[src/hw/crs_pkg.sv]
package crs_pkg;

    // =========================================================
    // timing
    // =========================================================
    localparam int  CLK_HZ           = 50_000_000;
    localparam int  REGULATOR_INPUT_SUPPLY_SETTLE_MS   = 8;
    localparam int  ANA_SETTLE_MS    = 4;
    localparam int  REGULATOR_INPUT_SUPPLY_SETTLE_CYC  = REGULATOR_INPUT_SUPPLY_SETTLE_MS * (CLK_HZ / 1000);
    localparam int  ANA_SETTLE_CYC   = ANA_SETTLE_MS * (CLK_HZ / 1000);
    localparam int  RESET_LOW_MIN_P  = 3;
    localparam int  BOOT_DELAY_CYC   = 38;

    // =========================================================
    // core voltage thresholds, millivolts
    // =========================================================
    localparam int  VCORE_W          = 12;
    localparam logic [VCORE_W-1:0] VCORE_RISE_MV = 12'h3b6;
    localparam logic [VCORE_W-1:0] VCORE_FALL_MV = 12'h352;

    // =========================================================
    // pin group widths and levels
    // =========================================================
    localparam int  HIGH_GROUP_W     = 11;
    localparam int  LOW_GROUP_W      = 5;
    localparam int  Z_GROUP_W        = 16;
    localparam int  MEM_DATA_W       = 16;
    localparam int  MEM_ADDR_W       = 21;
    localparam int  MEM_BANK_W       = 2;
    localparam int  SEL_W            = 16;
    localparam logic [SEL_W-1:0] SEL_RESET = 16'h0000;

    typedef enum logic [2:0] {
        CRS_RESET   = 3'b001,
        CRS_RELEASE = 3'b010,
        CRS_RUN     = 3'b100
    } crs_state_type;

endpackage : crs_pkg

[src/hw/crs_settle_timer.sv]
`timescale 1ns/1ps
module crs_settle_timer #(
    parameter int COUNT = 4
) (
    // clock and reset
    input  wire logic clk,
    input  wire logic reset,
    input  wire logic clk_en,
    // supply status
    input  wire logic supply_up,
    output logic      settled
);
    localparam int CW = $clog2(COUNT + 1);

    initial begin
        if (COUNT < 1) $error("crs_settle_timer: COUNT must be at least 1");
    end

    logic [CW-1:0] count;
    wire           done = (count == CW'(COUNT));

    // =========================================================
    // counts up while supply holds, restarts on loss
    // =========================================================
    always_ff @(posedge clk) begin
        if (reset || !supply_up) begin
            count <= '0;
        end else if (clk_en && !done) begin
            count <= count + CW'(1);
        end
    end

    assign settled = done;
endmodule : crs_settle_timer

[src/hw/crs_reset_ctrl.sv]
`timescale 1ns/1ps
// What this block does
// - global reset is reset pin and power_ok
// - power_ok waits 8ms, 4ms, 950mV
// - after power_ok, threshold drops to 850mV
// - regulator disabled forces power_ok high
// - global reset spares rtc domain
// - rtc power-on clears power-lost flag
// - reset release enables clock, starts boot
// - outside reset, select register gates z group drivers
// - high group driven high in reset
// - low group driven low in reset
// - z group high impedance in reset
// - clock output pins follow clock behaviour
// - cs0, cs2, clock enable rise after release
// - memory cs0, cs1 fall after release
// - bank address, flag settle high
// - address bus settles low
// - cpu and peripheral software resets supported
module crs_reset_ctrl
    import crs_pkg::*;
#(
    parameter int REGULATOR_INPUT_SUPPLY_CYC = REGULATOR_INPUT_SUPPLY_SETTLE_CYC,
    parameter int ANA_CYC  = ANA_SETTLE_CYC,
    parameter int BOOT_CYC = BOOT_DELAY_CYC
) (
    // clock and reset
    input  wire logic                    clk,
    input  wire logic                    reset,
    input  wire logic                    clk_en,
    // board and supply inputs
    input  wire logic                    reset_pin_n,
    input  wire logic                    core_regulator_disable_pin,
    input  wire logic                    regulator_input_supply,
    input  wire logic                    analog_supply,
    input  wire logic [VCORE_W-1:0]      core_regulator_output,
    // rtc domain
    input  wire logic                    rtc_por,
    input  wire logic                    rtc_time_set,
    output logic                         rtc_power_lost_flag,
    // software resets
    input  wire logic                    cpu_soft_reset,
    input  wire logic                    periph_soft_reset_req,
    output logic                         cpu_reset_n,
    output logic                         periph_reset_n,
    // status
    output logic                         power_ok,
    output logic                         global_reset_n,
    output logic                         sysclk_gen_en,
    output logic                         boot_start,
    // pin selection and peripheral side
    input  wire logic [SEL_W-1:0]        external_bus_select_reg,
    input  wire logic [HIGH_GROUP_W-1:0] per_high_o,
    input  wire logic [LOW_GROUP_W-1:0]  per_low_o,
    input  wire logic [Z_GROUP_W-1:0]    per_z_o,
    input  wire logic [Z_GROUP_W-1:0]    per_z_oe,
    input  wire logic [MEM_DATA_W-1:0]   per_mem_data_o,
    input  wire logic                    per_mem_data_oe,
    input  wire logic [MEM_ADDR_W-1:0]   per_mem_address_bus,
    input  wire logic [MEM_BANK_W-1:0]   per_mem_bank_address,
    input  wire logic [1:0]              per_mem_chip_select,
    input  wire logic [2:0]              per_sync_high,
    input  wire logic                    per_external_flag_out,
    input  wire logic                    clock_source,
    // pins
    output logic [HIGH_GROUP_W-1:0]      high_group_pins,
    output logic [LOW_GROUP_W-1:0]       low_group_pins,
    output logic [Z_GROUP_W-1:0]         z_group_o,
    output logic [Z_GROUP_W-1:0]         z_group_oe,
    output logic [MEM_DATA_W-1:0]        mem_data_o,
    output logic                         mem_data_oe,
    output logic                         clock_output_pin,
    output logic                         serial_cs1,
    output logic [2:0]                   sync_rise_pins,
    output logic [1:0]                   mem_chip_select,
    output logic [MEM_BANK_W-1:0]        mem_bank_address,
    output logic                         external_flag_out,
    output logic [MEM_ADDR_W-1:0]        mem_address_bus
);
    localparam int BW = $clog2(BOOT_CYC + 1);

    initial begin
        if (BOOT_CYC < 1) $error("crs_reset_ctrl: BOOT_CYC must be at least 1");
        if (REGULATOR_INPUT_SUPPLY_CYC < 1 || ANA_CYC < 1) $error("crs_reset_ctrl: settle counts below 1");
        // the select word must cover every z group pin
        if (SEL_W < Z_GROUP_W) $error("crs_reset_ctrl: SEL_W narrower than z group");
    end

    // =========================================================
    // supply settle timers
    // =========================================================
    logic regulator_input_supply_settled;
    logic ana_settled;

    crs_settle_timer #(.COUNT(REGULATOR_INPUT_SUPPLY_CYC)) u_regulator_input_supply_timer (
        .clk       (clk),
        .reset     (reset),
        .clk_en    (clk_en),
        .supply_up (regulator_input_supply),
        .settled   (regulator_input_supply_settled)
    );

    crs_settle_timer #(.COUNT(ANA_CYC)) u_ana_timer (
        .clk       (clk),
        .reset     (reset),
        .clk_en    (clk_en),
        .supply_up (analog_supply),
        .settled   (ana_settled)
    );

    // =========================================================
    // power monitor with hysteresis
    // =========================================================
    logic monitor_ok;
    wire  vcore_above_rise = core_regulator_output > VCORE_RISE_MV;
    wire  vcore_above_fall = core_regulator_output > VCORE_FALL_MV;
    // once up, the lower threshold keeps power_ok
    wire  vcore_ok         = monitor_ok ? vcore_above_fall : vcore_above_rise;
    wire  next_monitor_ok = regulator_input_supply_settled && ana_settled && vcore_ok;

    always_ff @(posedge clk) begin
        if (reset) begin
            monitor_ok <= 1'b0;
        end else if (clk_en) begin
            monitor_ok <= next_monitor_ok;
        end
    end

    // disabled regulator bypasses the monitor at once
    assign power_ok = core_regulator_disable_pin | monitor_ok;

    // =========================================================
    // global reset combine and synchronous release
    // =========================================================
    wire  raw_reset_n = reset_pin_n & power_ok;
    logic rst_sync1;
    logic rst_sync2;

    // the board keeps the pin low three clocks; assertion acts at the next clock edge, even with clk_en low
    always_ff @(posedge clk) begin
        if (reset || !raw_reset_n) begin
            rst_sync1 <= 1'b0;
            rst_sync2 <= 1'b0;
        end else if (clk_en) begin
            rst_sync1 <= 1'b1;
            rst_sync2 <= rst_sync1;
        end
    end

    wire in_reset = !rst_sync2;
    assign global_reset_n = rst_sync2;

    // =========================================================
    // release sequencer
    // =========================================================
    crs_state_type state;
    crs_state_type next_state;
    logic [BW-1:0] boot_count;
    wire           boot_done = (boot_count == BW'(BOOT_CYC));
    wire           count_boot = (state == CRS_RELEASE) && !boot_done;

    always_comb begin
        next_state = state;
        unique case (state)
            CRS_RESET:   next_state = CRS_RELEASE;
            CRS_RELEASE: if (boot_done) next_state = CRS_RUN;
            CRS_RUN:     next_state = CRS_RUN;
            default:     next_state = CRS_RESET;
        endcase
    end

    always_ff @(posedge clk) begin
        if (reset || in_reset) begin
            state <= CRS_RESET;
        end else if (clk_en) begin
            state <= next_state;
        end
    end

    // boot delay counter runs only while releasing
    always_ff @(posedge clk) begin
        if (reset || in_reset) begin
            boot_count <= '0;
        end else if (clk_en && count_boot) begin
            boot_count <= boot_count + BW'(1);
        end
    end

    assign sysclk_gen_en = !in_reset;
    assign boot_start    = (state == CRS_RELEASE) && boot_done;

    // =========================================================
    // software resets
    // =========================================================
    assign cpu_reset_n    = global_reset_n & ~cpu_soft_reset;
    assign periph_reset_n = global_reset_n & ~periph_soft_reset_req;

    // =========================================================
    // rtc power-lost flag, rtc power-on reset only
    // =========================================================
    always_ff @(posedge clk) begin
        if (rtc_por) begin
            rtc_power_lost_flag <= 1'b0;
        end else if (clk_en && rtc_time_set) begin
            rtc_power_lost_flag <= 1'b1;
        end
    end

    // =========================================================
    // pin selection
    // =========================================================
    logic [SEL_W-1:0] sel_q;

    always_ff @(posedge clk) begin
        if (reset || in_reset) begin
            sel_q <= SEL_RESET;
        end else if (clk_en) begin
            sel_q <= external_bus_select_reg;
        end
    end

    // selection word gates whether peripherals drive the z group
    wire [Z_GROUP_W-1:0] z_enable = per_z_oe & sel_q[Z_GROUP_W-1:0];

    // =========================================================
    // asynchronous pin groups
    // =========================================================
    // fixed levels while in reset
    assign high_group_pins = in_reset ? '1 : per_high_o;
    assign low_group_pins  = in_reset ? '0 : per_low_o;
    // z group and data bus: drivers off in reset
    assign z_group_o       = in_reset ? '0 : per_z_o;
    assign z_group_oe      = in_reset ? '0 : z_enable;
    assign mem_data_o      = in_reset ? '0 : per_mem_data_o;
    assign mem_data_oe     = in_reset ? 1'b0 : per_mem_data_oe;

    // clock output keeps clocking through reset
    assign clock_output_pin = clock_source;
    assign serial_cs1       = clock_source;

    // =========================================================
    // synchronous pin groups
    // =========================================================
    // serial cs0, cs2 and clock enable: low, then rise
    always_ff @(posedge clk) begin
        if (reset || in_reset) begin
            sync_rise_pins <= '0;
        end else if (clk_en) begin
            sync_rise_pins <= per_sync_high;
        end
    end

    // memory cs0 and cs1: high, then fall
    always_ff @(posedge clk) begin
        if (reset || in_reset) begin
            mem_chip_select <= '1;
        end else if (clk_en) begin
            mem_chip_select <= per_mem_chip_select;
        end
    end

    // bank address settles high
    always_ff @(posedge clk) begin
        if (reset || in_reset) begin
            mem_bank_address <= '1;
        end else if (clk_en) begin
            mem_bank_address <= per_mem_bank_address;
        end
    end

    // flag output settles high
    always_ff @(posedge clk) begin
        if (reset || in_reset) begin
            external_flag_out <= 1'b1;
        end else if (clk_en) begin
            external_flag_out <= per_external_flag_out;
        end
    end

    // address bus settles low
    always_ff @(posedge clk) begin
        if (reset || in_reset) begin
            mem_address_bus <= '0;
        end else if (clk_en) begin
            mem_address_bus <= per_mem_address_bus;
        end
    end
endmodule : crs_reset_ctrl

[config.mk]
export PLATFORM = sky130hd
export DESIGN_NAME = crs_reset_ctrl
export DESIGN_NICKNAME = d
export VERILOG_FILES = /design/src/hw/crs_pkg.sv /design/src/hw/crs_settle_timer.sv /design/src/hw/crs_reset_ctrl.sv
export SDC_FILE = /design/constraint.sdc
export NUM_CORES = 1
export LEC_CHECK = 0
export BUFFER_PORTS_ARGS = -buffer_cell sky130_fd_sc_hd__buf_2
export CORE_UTILIZATION = 45
export CTS_CLUSTER_DIAMETER = 200
export DETAILED_ROUTE_END_ITERATION = 16
export MAX_ROUTING_LAYER = met4
export PLACE_DENSITY = 0.8
export SKIP_CTS_REPAIR_TIMING = 1
export SLEW_MARGIN = 40
export SYNTH_ARGS = -nofsm -noshare
export SYNTH_HDL_FRONTEND = slang
export SYNTH_SLANG_ARGS = --single-unit
[constraint.sdc]
create_clock -name clk -period 2.03 [get_ports clk]
set_input_delay 0.406 -clock clk [delete_from_list [all_inputs] [get_ports clk]]
set_output_delay 0.406 -clock clk [all_outputs]
set_load 0.02 [all_outputs]
==> metrics.csv, run 1 <==
metric;value;unit
status;completed;
hold_viol_final;0;
die-area;10400;sq um
drc;0;
synth_cell_type_count;50;
die_h;102;um
p_int;2.76;mW
cts_root_buf;clkbuf_8;
arrival;1.50;ns
yosys.area.top_type;dfxtp_1;
synthToLayoutAreaGrowth;33.3;%
grt_max_degree;55;
fin_cells;867;
crit_required;1.62;ns
synth_seq_cells;95;
relSlewSlack;60.9;%
holdCritPathClass;in2reg;
wl;12100;um
dpl.hpwl;9220;um
synth_top_area_share;42.2;%
gp_congestion;0.897;
vias;4363;
nets;869;
std_cell_rows;36;
cp_max_fo;4;
critical_path_class;reg2out;
cts_tree;yes;
clockBufferDepth;2;
cts_sinks;95;
ios;237;
max-vdd-ir-drop;0.490;mV
path_clk_slew;0.09;ns
finalSetupViolCount;0;
maxCapViolations;0;
layout_setup_ws;0.121;ns
swShare;22.8;%
avgRoutedWirePerCell;13.9;um
initial_utilization;46.3;%
first_iter_violations;137;
die_w;102;um
tightest_slew;0.584;ns
synth_area_leaders;dfxtp_1 (42%), mux2i_1 (10%), nor2_1 (7.0%);
layout_commonest_cell;buf_2;
finalCritPeriodShare;94.0;%
synth-edff-count;0;
syn_nets;648;
diodes;0;
clock_latency;0.35;ns
period_minus_slack;1.91;ns
synth_ff_type;dfxtp_1;
clock_power_share;39.5;%
viasPerCell;5.03;
switchingPower;813;uW
drive_gt1_share;36.2;%
end_kind;output port;
placed_cells;851;
place_ws;0.277;ns
crit_path_start_kind;flip-flop;
power_density;594;nW/um^2
grt_remaining_overflow;0;
synthCells;508;
ys_async_sr_fraction;0;%
yosysWarningCount;0;
seq_area_frac_synth;42.2;%
firstDrtPassIters;7;
fin_util;61.8;%
syn_area;4510;sq um
grt_pass1_vias;3790;
antenna_found_initial;0;
fin_skew;0.00807;ns
io_buffer_count;233;
htree_levels;3;
avgSynthCellArea;8.87;sq um
maxSlewViolCount;0;
clock.fmax;0.524;GHz
ant_nets;0;
cts_buffers;9;
grt_use_total;22.4;%
grt_pass1_wl;17500;um
combPwrFrac;8.0;%
final_cell_mix;buf_2 (232), dfxtp_1 (94), nor2_1 (84);
pwr-share-seq;52.5;%
leakagePower;2.84;nW
core;9730;sq um
[cells in the mapped netlist, types with 4 or more instances]
cell,number
a21oi_1,11
and2_1,42
and3_1,19
buf_2,6
buf_4,4
clkbuf_1,18
dfxtp_1,95
ha_1,6
inv_1,8
mux2i_1,46
nand2_1,23
nand2b_1,17
nand3_1,15
nand4_1,16
nor2_1,84
nor2b_1,6
nor4_1,4
nor4b_1,4
o21ai_0,9
or3_1,4
xnor2_1,5
xor2_1,26
[state kept, by name, indices dropped and copies added (netlist names)]
register and count:
state 3, rtc_power_lost_flag 1, sel_q 16, u_regulator_input_supply_timer.count 19
mem_chip_select 2, boot_count 6, external_flag_out 1, u_ana_timer.count 18
mem_address_bus 21, monitor_ok 1, sync_rise_pins 3, rst_sync1 1
mem_bank_address 2, global_reset_n 1
[cell families after synthesis]
kind of cell / synth area share (%)
and+or+nand+nor: 30.1
DFF: 42.2
muxes: 10.2
AOI/OAI and AO/OA: 5.88
buffers and inverters: 3.97
xor gates and xnor gates: 6.02
adders and majority gates: 1.67
[power by group through the flow]
| stage | clock network (mW) | registers (mW) | logic [mW] |
|---|---|---|---|
| floorplan | 0 | 1.92 | 0.138 |
| global placement | 0 | 1.92 | 0.280 |
| detailed placement | 0 | 1.92 | 0.286 |
| CTS | 1.44 | 1.87 | 0.288 |
| global route | 1.51 | 1.88 | 0.313 |
| finish | 1.41 | 1.87 | 0.286 |
[critical path, stage by stage (launching register included)]
cell and delay [ns]:
dfxtp_1 0.36, nor2_1 0.18, nand3_1 0.15, nor3_2 0.24, buf_2 0.22
[per-layer routing]
metal	up-vias	global-route usage [%]	routed length, um
met2	157	40.9	6340
met1	2019	24.7	4980
met5	-	-	0
li1	2175	-	-
met4	0	6.04	108
met3	12	4.10	633
[path summary, 6_finish.rpt]
check,startpoint,endpoint,slack (ns),cells past startpoint
hold / removal,rtc_por,rtc_power_lost_flag,0.20,2
setup reg to reg,u_regulator_input_supply_timer.count[0],u_regulator_input_supply_timer.count[14],0.23,7
hold reg to reg,external_flag_out,external_flag_out,0.47,2
setup / recovery,boot_count[3],boot_start,0.12,4
[per-stage QoR]
step	power, mW	area (sq um)	setup TNS, ns	hold slack, ns
after detailed placement	2.20	5780	0	0.452
after global placement	2.20	5780	0	0.449
final	3.57	6010	0	0.201
after floorplan	2.06	4510	0	0.450
after CTS	3.60	6000	0	0.180
after global routing	3.70	6010	-0.00482	0.190
[layout make-up]
cell class	instances	area, sq um
clock buffer	10	138
clock inverter	6	91.3
fill	855	3720
inverter	8	30.0
multi-input combinational	375	2430
sequential	95	1900
tap	133	166
timing repair buffer	240	1250
Power figures use the tool's default switching activity.
==> inputs of run 2 (changes only) <==
==> constraint.sdc (replaced) <==
create_clock -name clk -period 1.8 [get_ports clk]
set_input_delay 0.36 -clock clk [delete_from_list [all_inputs] [get_ports clk]]
set_output_delay 0.36 -clock clk [all_outputs]
set_load 0.02 [all_outputs]
==> metrics.csv, run 2 (synthesis results as in run 1) <==
metric;value;unit
status;completed;
maxSlewViolCount;0;
relSlewSlack;65.9;%
fin_skew;0.0154;ns
std_cell_rows;36;
path_clk_slew;0.10;ns
nets;876;
viasPerCell;5.12;
path_cells;inv_1 -> ha_1 -> nor4bb_4 -> nand3_2 -> o21ai_4 -> buf_4 -> nand3_1 -> o21ai_0;
largest_registers;mem_address_bus x21, u_regulator_input_supply_timer.count x19, u_ana_timer.count x18;
crit_path_top_delay_cell;dfxtp_2;
cts_tree;yes;
initial_utilization;46.3;%
clock.fmax;0.562;GHz
fin_tns_setup;0;ns
first_iter_violations;175;
core;9730;sq um
grt_pass1_vias;3976;
grt_pass1_wl;18100;um
tightest_slew;0.512;ns
max-vdd-ir-drop;0.416;mV
fillers;852;
finalCritPeriodShare;98.8;%
arrival;2.04;ns
firstDrtPassIters;4;
cts_root_buf;clkbuf_8;
gp_congestion;0.887;
holdCritPathClass;in2reg;
die-area;10400;sq um
wl;12800;um
final_cell_mix;buf_2 (231), dfxtp_1 (89), nor2_1 (84);
power_density;618;nW/um^2
maxCapViolations;0;
grt_use_total;22.9;%
cpLargestDelayFamily;simple AND/OR/NAND/NOR gates;
htree_levels;3;
grt_remaining_overflow;0;
cp_max_fo;7;
die_w;102;um
antenna_found_initial;0;
drc;0;
top_register;mem_address_bus;
cts_sinks;95;
fin_hold_ws;0.141;ns
clockBufferDepth;2;
period_minus_slack;1.78;ns
clock_latency;0.36;ns
worst-path-buf-inv;2;
crit_path_start_kind;flip-flop;
ant_nets;0;
slowest_delay;0.35;ns
vias;4471;
finalSetupViolCount;0;
ios;237;
layout_setup_ws;0.0216;ns
place_ws;-0.0548;ns
io_buffer_count;233;
layout_commonest_cell;buf_2;
end_kind;flip-flop;
leakagePower;2.87;nW
largest_register_ffs;21;
critical_path_class;reg2reg;
synthToLayoutAreaGrowth;35.2;%
avgRoutedWirePerCell;14.7;um
hold_viol_final;0;
drive_gt1_share;38.5;%
crit_required;2.07;ns
diodes;0;
cts_buffers;9;
grt_max_degree;55;
dpl.hpwl;9460;um
die_h;102;um
## run 2: changes by cell type in the layout (fill, tap and decap cells not counted), sizes merged
cell      before  now
clkbuf        10   13
clkinvlp       3    2
bufinv         2    0
clkinv         0    2
buf          240  245
## run 2: layout make-up
cell class | count | area [sq um] | share of cell area [%]
clock inverter | 5 | 41.3 | 0.677
tap | 133 | 166 | 2.73
multi-input combinational | 375 | 2480 | 40.7
clock buffer | 11 | 141 | 2.32
timing repair buffer | 247 | 1320 | 21.6
inverter | 8 | 30.0 | 0.493
sequential | 95 | 1910 | 31.4
## run 2: metrics by stage
stage	cells	util, %	total power, mW	instance area, sq um
floorplan	508	-	2.32	4510
global placement	855	59.7	2.48	5810
detailed placement	855	59.7	2.49	5810
CTS	871	61.5	3.80	5990
global route	874	62.6	3.92	6090
finish	874	62.6	3.77	6090
## run 2: layer usage
metal | track usage, % | vias up | part of all wire (%)
met5 | - | - | 0
met4 | 8.24 | 0 | 1.6
met3 | 3.35 | 14 | 6.5
met2 | 40.7 | 174 | 53
met1 | 26.1 | 2099 | 39
li1 | - | 2184 | -
## run 2: power by group
part | internal (mW) | leakage, nW | switching, mW
combinational | 0.183 | 2.01 | 0.149
clock | 0.551 | 0.0861 | 0.771
sequential | 2.10 | 0.769 | 0.00680
total | 2.84 | 2.87 | 0.926
## run 2: worst paths after layout
check / start / to / slack (ns) / cells after the start
max reg2reg: u_regulator_input_supply_timer.count[0] / u_regulator_input_supply_timer.count[1] / 0.02 / 8
min reg2reg: mem_bank_address[1] / mem_bank_address[1] / 0.47 / 2
min: rtc_por / rtc_power_lost_flag / 0.14 / 2
max: u_regulator_input_supply_timer.count[0] / u_regulator_input_supply_timer.count[1] / 0.02 / 8
==> inputs of run 3 (changes only) <==
--- a/config.mk
+++ b/config.mk
@@ -6,11 +6,12 @@
 export NUM_CORES = 1
 export LEC_CHECK = 0
 export BUFFER_PORTS_ARGS = -buffer_cell sky130_fd_sc_hd__buf_2
-export CORE_UTILIZATION = 45
+export CORE_UTILIZATION = 47
+export CTS_BUF_LIST = sky130_fd_sc_hd__clkbuf_2 sky130_fd_sc_hd__clkbuf_4 sky130_fd_sc_hd__clkbuf_8
 export CTS_CLUSTER_DIAMETER = 200
 export DETAILED_ROUTE_END_ITERATION = 16
 export MAX_ROUTING_LAYER = met4
-export PLACE_DENSITY = 0.8
+export PLACE_DENSITY = 0.83
 export SKIP_CTS_REPAIR_TIMING = 1
 export SLEW_MARGIN = 40
 export SYNTH_ARGS = -nofsm -noshare
==> metrics.csv, run 3 (synthesis results as in run 1) <==
metric;value;unit
initial_utilization;48.6;%
avgRoutedWirePerCell;14.5;um
die_h;99.9;um
gp_congestion;0.874;
pwr-share-seq;55.6;%
hold_viol_final;0;
maxSlewViolCount;0;
finalCritPeriodShare;95.4;%
io_buffer_count;233;
holdCritPathClass;in2reg;
grt_max_degree;55;
crit_path_start_kind;flip-flop;
largest_register_ffs;21;
wl;12600;um
place_ws;0.00803;ns
cts_sinks;95;
p_int;2.82;mW
cts_buffers;9;
first_iter_violations;131;
final_cell_mix;buf_2 (231), dfxtp_1 (89), nor2_1 (84);
die-area;9990;sq um
grt_use_total;24.8;%
layout_commonest_cell;buf_2;
switchingPower;979;uW
tightest_slew;0.461;ns
ant_nets;0;
max-vdd-ir-drop;0.469;mV
crit_required;2.08;ns
ios;237;
grt_remaining_overflow;0;
swShare;25.8;%
critPathLaunch;u_regulator_input_supply_timer.count[0];
htree_levels;3;
maxCapViolations;0;
power_density;626;nW/um^2
layout_setup_ws;0.0825;ns
largest_registers;mem_address_bus x21, u_regulator_input_supply_timer.count x19, u_ana_timer.count x18;
multi_input_area;2480;sq um
diodes;0;
period_minus_slack;1.72;ns
std_cell_rows;35;
end_kind;flip-flop;
grt_pass1_wl;19100;um
cts_tree;yes;
clockBufferDepth;2;
drc;0;
drive_gt1_share;38.2;%
antenna_found_initial;0;
relSlewSlack;69.0;%
dpl.hpwl;9560;um
fillers;761;
grt_pass1_vias;4190;
clock_latency;0.35;ns
status;completed;
combPwrFrac;8.6;%
die_w;99.9;um
power;3.80;mW
critical_path_class;reg2reg;
fin_skew;0.00979;ns
finalSetupViolCount;0;
hold_path.startpoint;rtc_por;
firstDrtPassIters;4;
top_register;mem_address_bus;
arrival;2.00;ns
leakagePower;2.87;nW
cp_max_fo;7;
path_clk_slew;0.10;ns
clock_power_share;35.7;%
core;9280;sq um
r2r-start;u_regulator_input_supply_timer.count[0];
synthToLayoutAreaGrowth;34.7;%
nets;874;
viasPerCell;5.18;
clock.fmax;0.582;GHz
seqCellArea;1910;sq um
cts_root_buf;clkbuf_8;
vias;4494;
[run 3: final cells by class]
| cell class | count | share of cell area (%) |
|---|---|---|
| clock buffers | 9 | 2.04 |
| well taps | 129 | 2.66 |
| multi-input cells | 375 | 40.8 |
| flip-flops and latches | 95 | 31.5 |
| repair buffers | 245 | 21.5 |
| clock inverters | 7 | 1.05 |
| inverters | 8 | 0.495 |
[run 3: per-layer routing]
metal	share of wire [%]	GRT usage (%)	vias up	routed length [um]
li1	-	-	2176	-
met2	53	46.2	188	6690
met1	40	26.9	2116	5000
met4	1.6	7.47	0	198
met5	0	-	-	0
met3	5.6	4.25	14	704
[run 3: power by group through the flow]
stage                     Clock (mW)  Combinational [mW]  Sequential [mW]
after CTS                       1.39               0.329             2.11
after floorplan                    0               0.155             2.16
after global routing            1.48               0.359             2.12
after global placement             0               0.319             2.16
after detailed placement           0               0.327             2.16
final                           1.36               0.329             2.11
[run 3: stage by stage]
stage / cells / instance area [sq um] / util [%] / hold WS (ns) / TNS, ns
floorplan: 508 / 4510 / - / 0.432 / 0
global placement: 850 / 5800 / 62.5 / 0.452 / 0
detailed placement: 850 / 5800 / 62.5 / 0.464 / 0
CTS: 866 / 5990 / 64.5 / 0.132 / -0.111
global route: 868 / 6070 / 65.4 / 0.132 / -0.00954
finish: 868 / 6070 / 65.4 / 0.153 / 0
[run 3: worst paths after layout]
check,to,slack (ns),depth (start not counted)
setup / recovery,u_regulator_input_supply_timer.count[18],0.08,7
hold / removal,rtc_power_lost_flag,0.15,2
setup reg to reg,u_regulator_input_supply_timer.count[18],0.08,7
hold reg to reg,mem_chip_select[0],0.48,2
[run 3: worst max-delay path: stages, from the launching register on]
cell and delay (ns):
dfxtp_2 0.36, inv_1 0.07, ha_1 0.20, nor4bb_4 0.16, nand3_2 0.11, o21ai_4 0.09, or4_1 0.50, a21oi_1 0.15
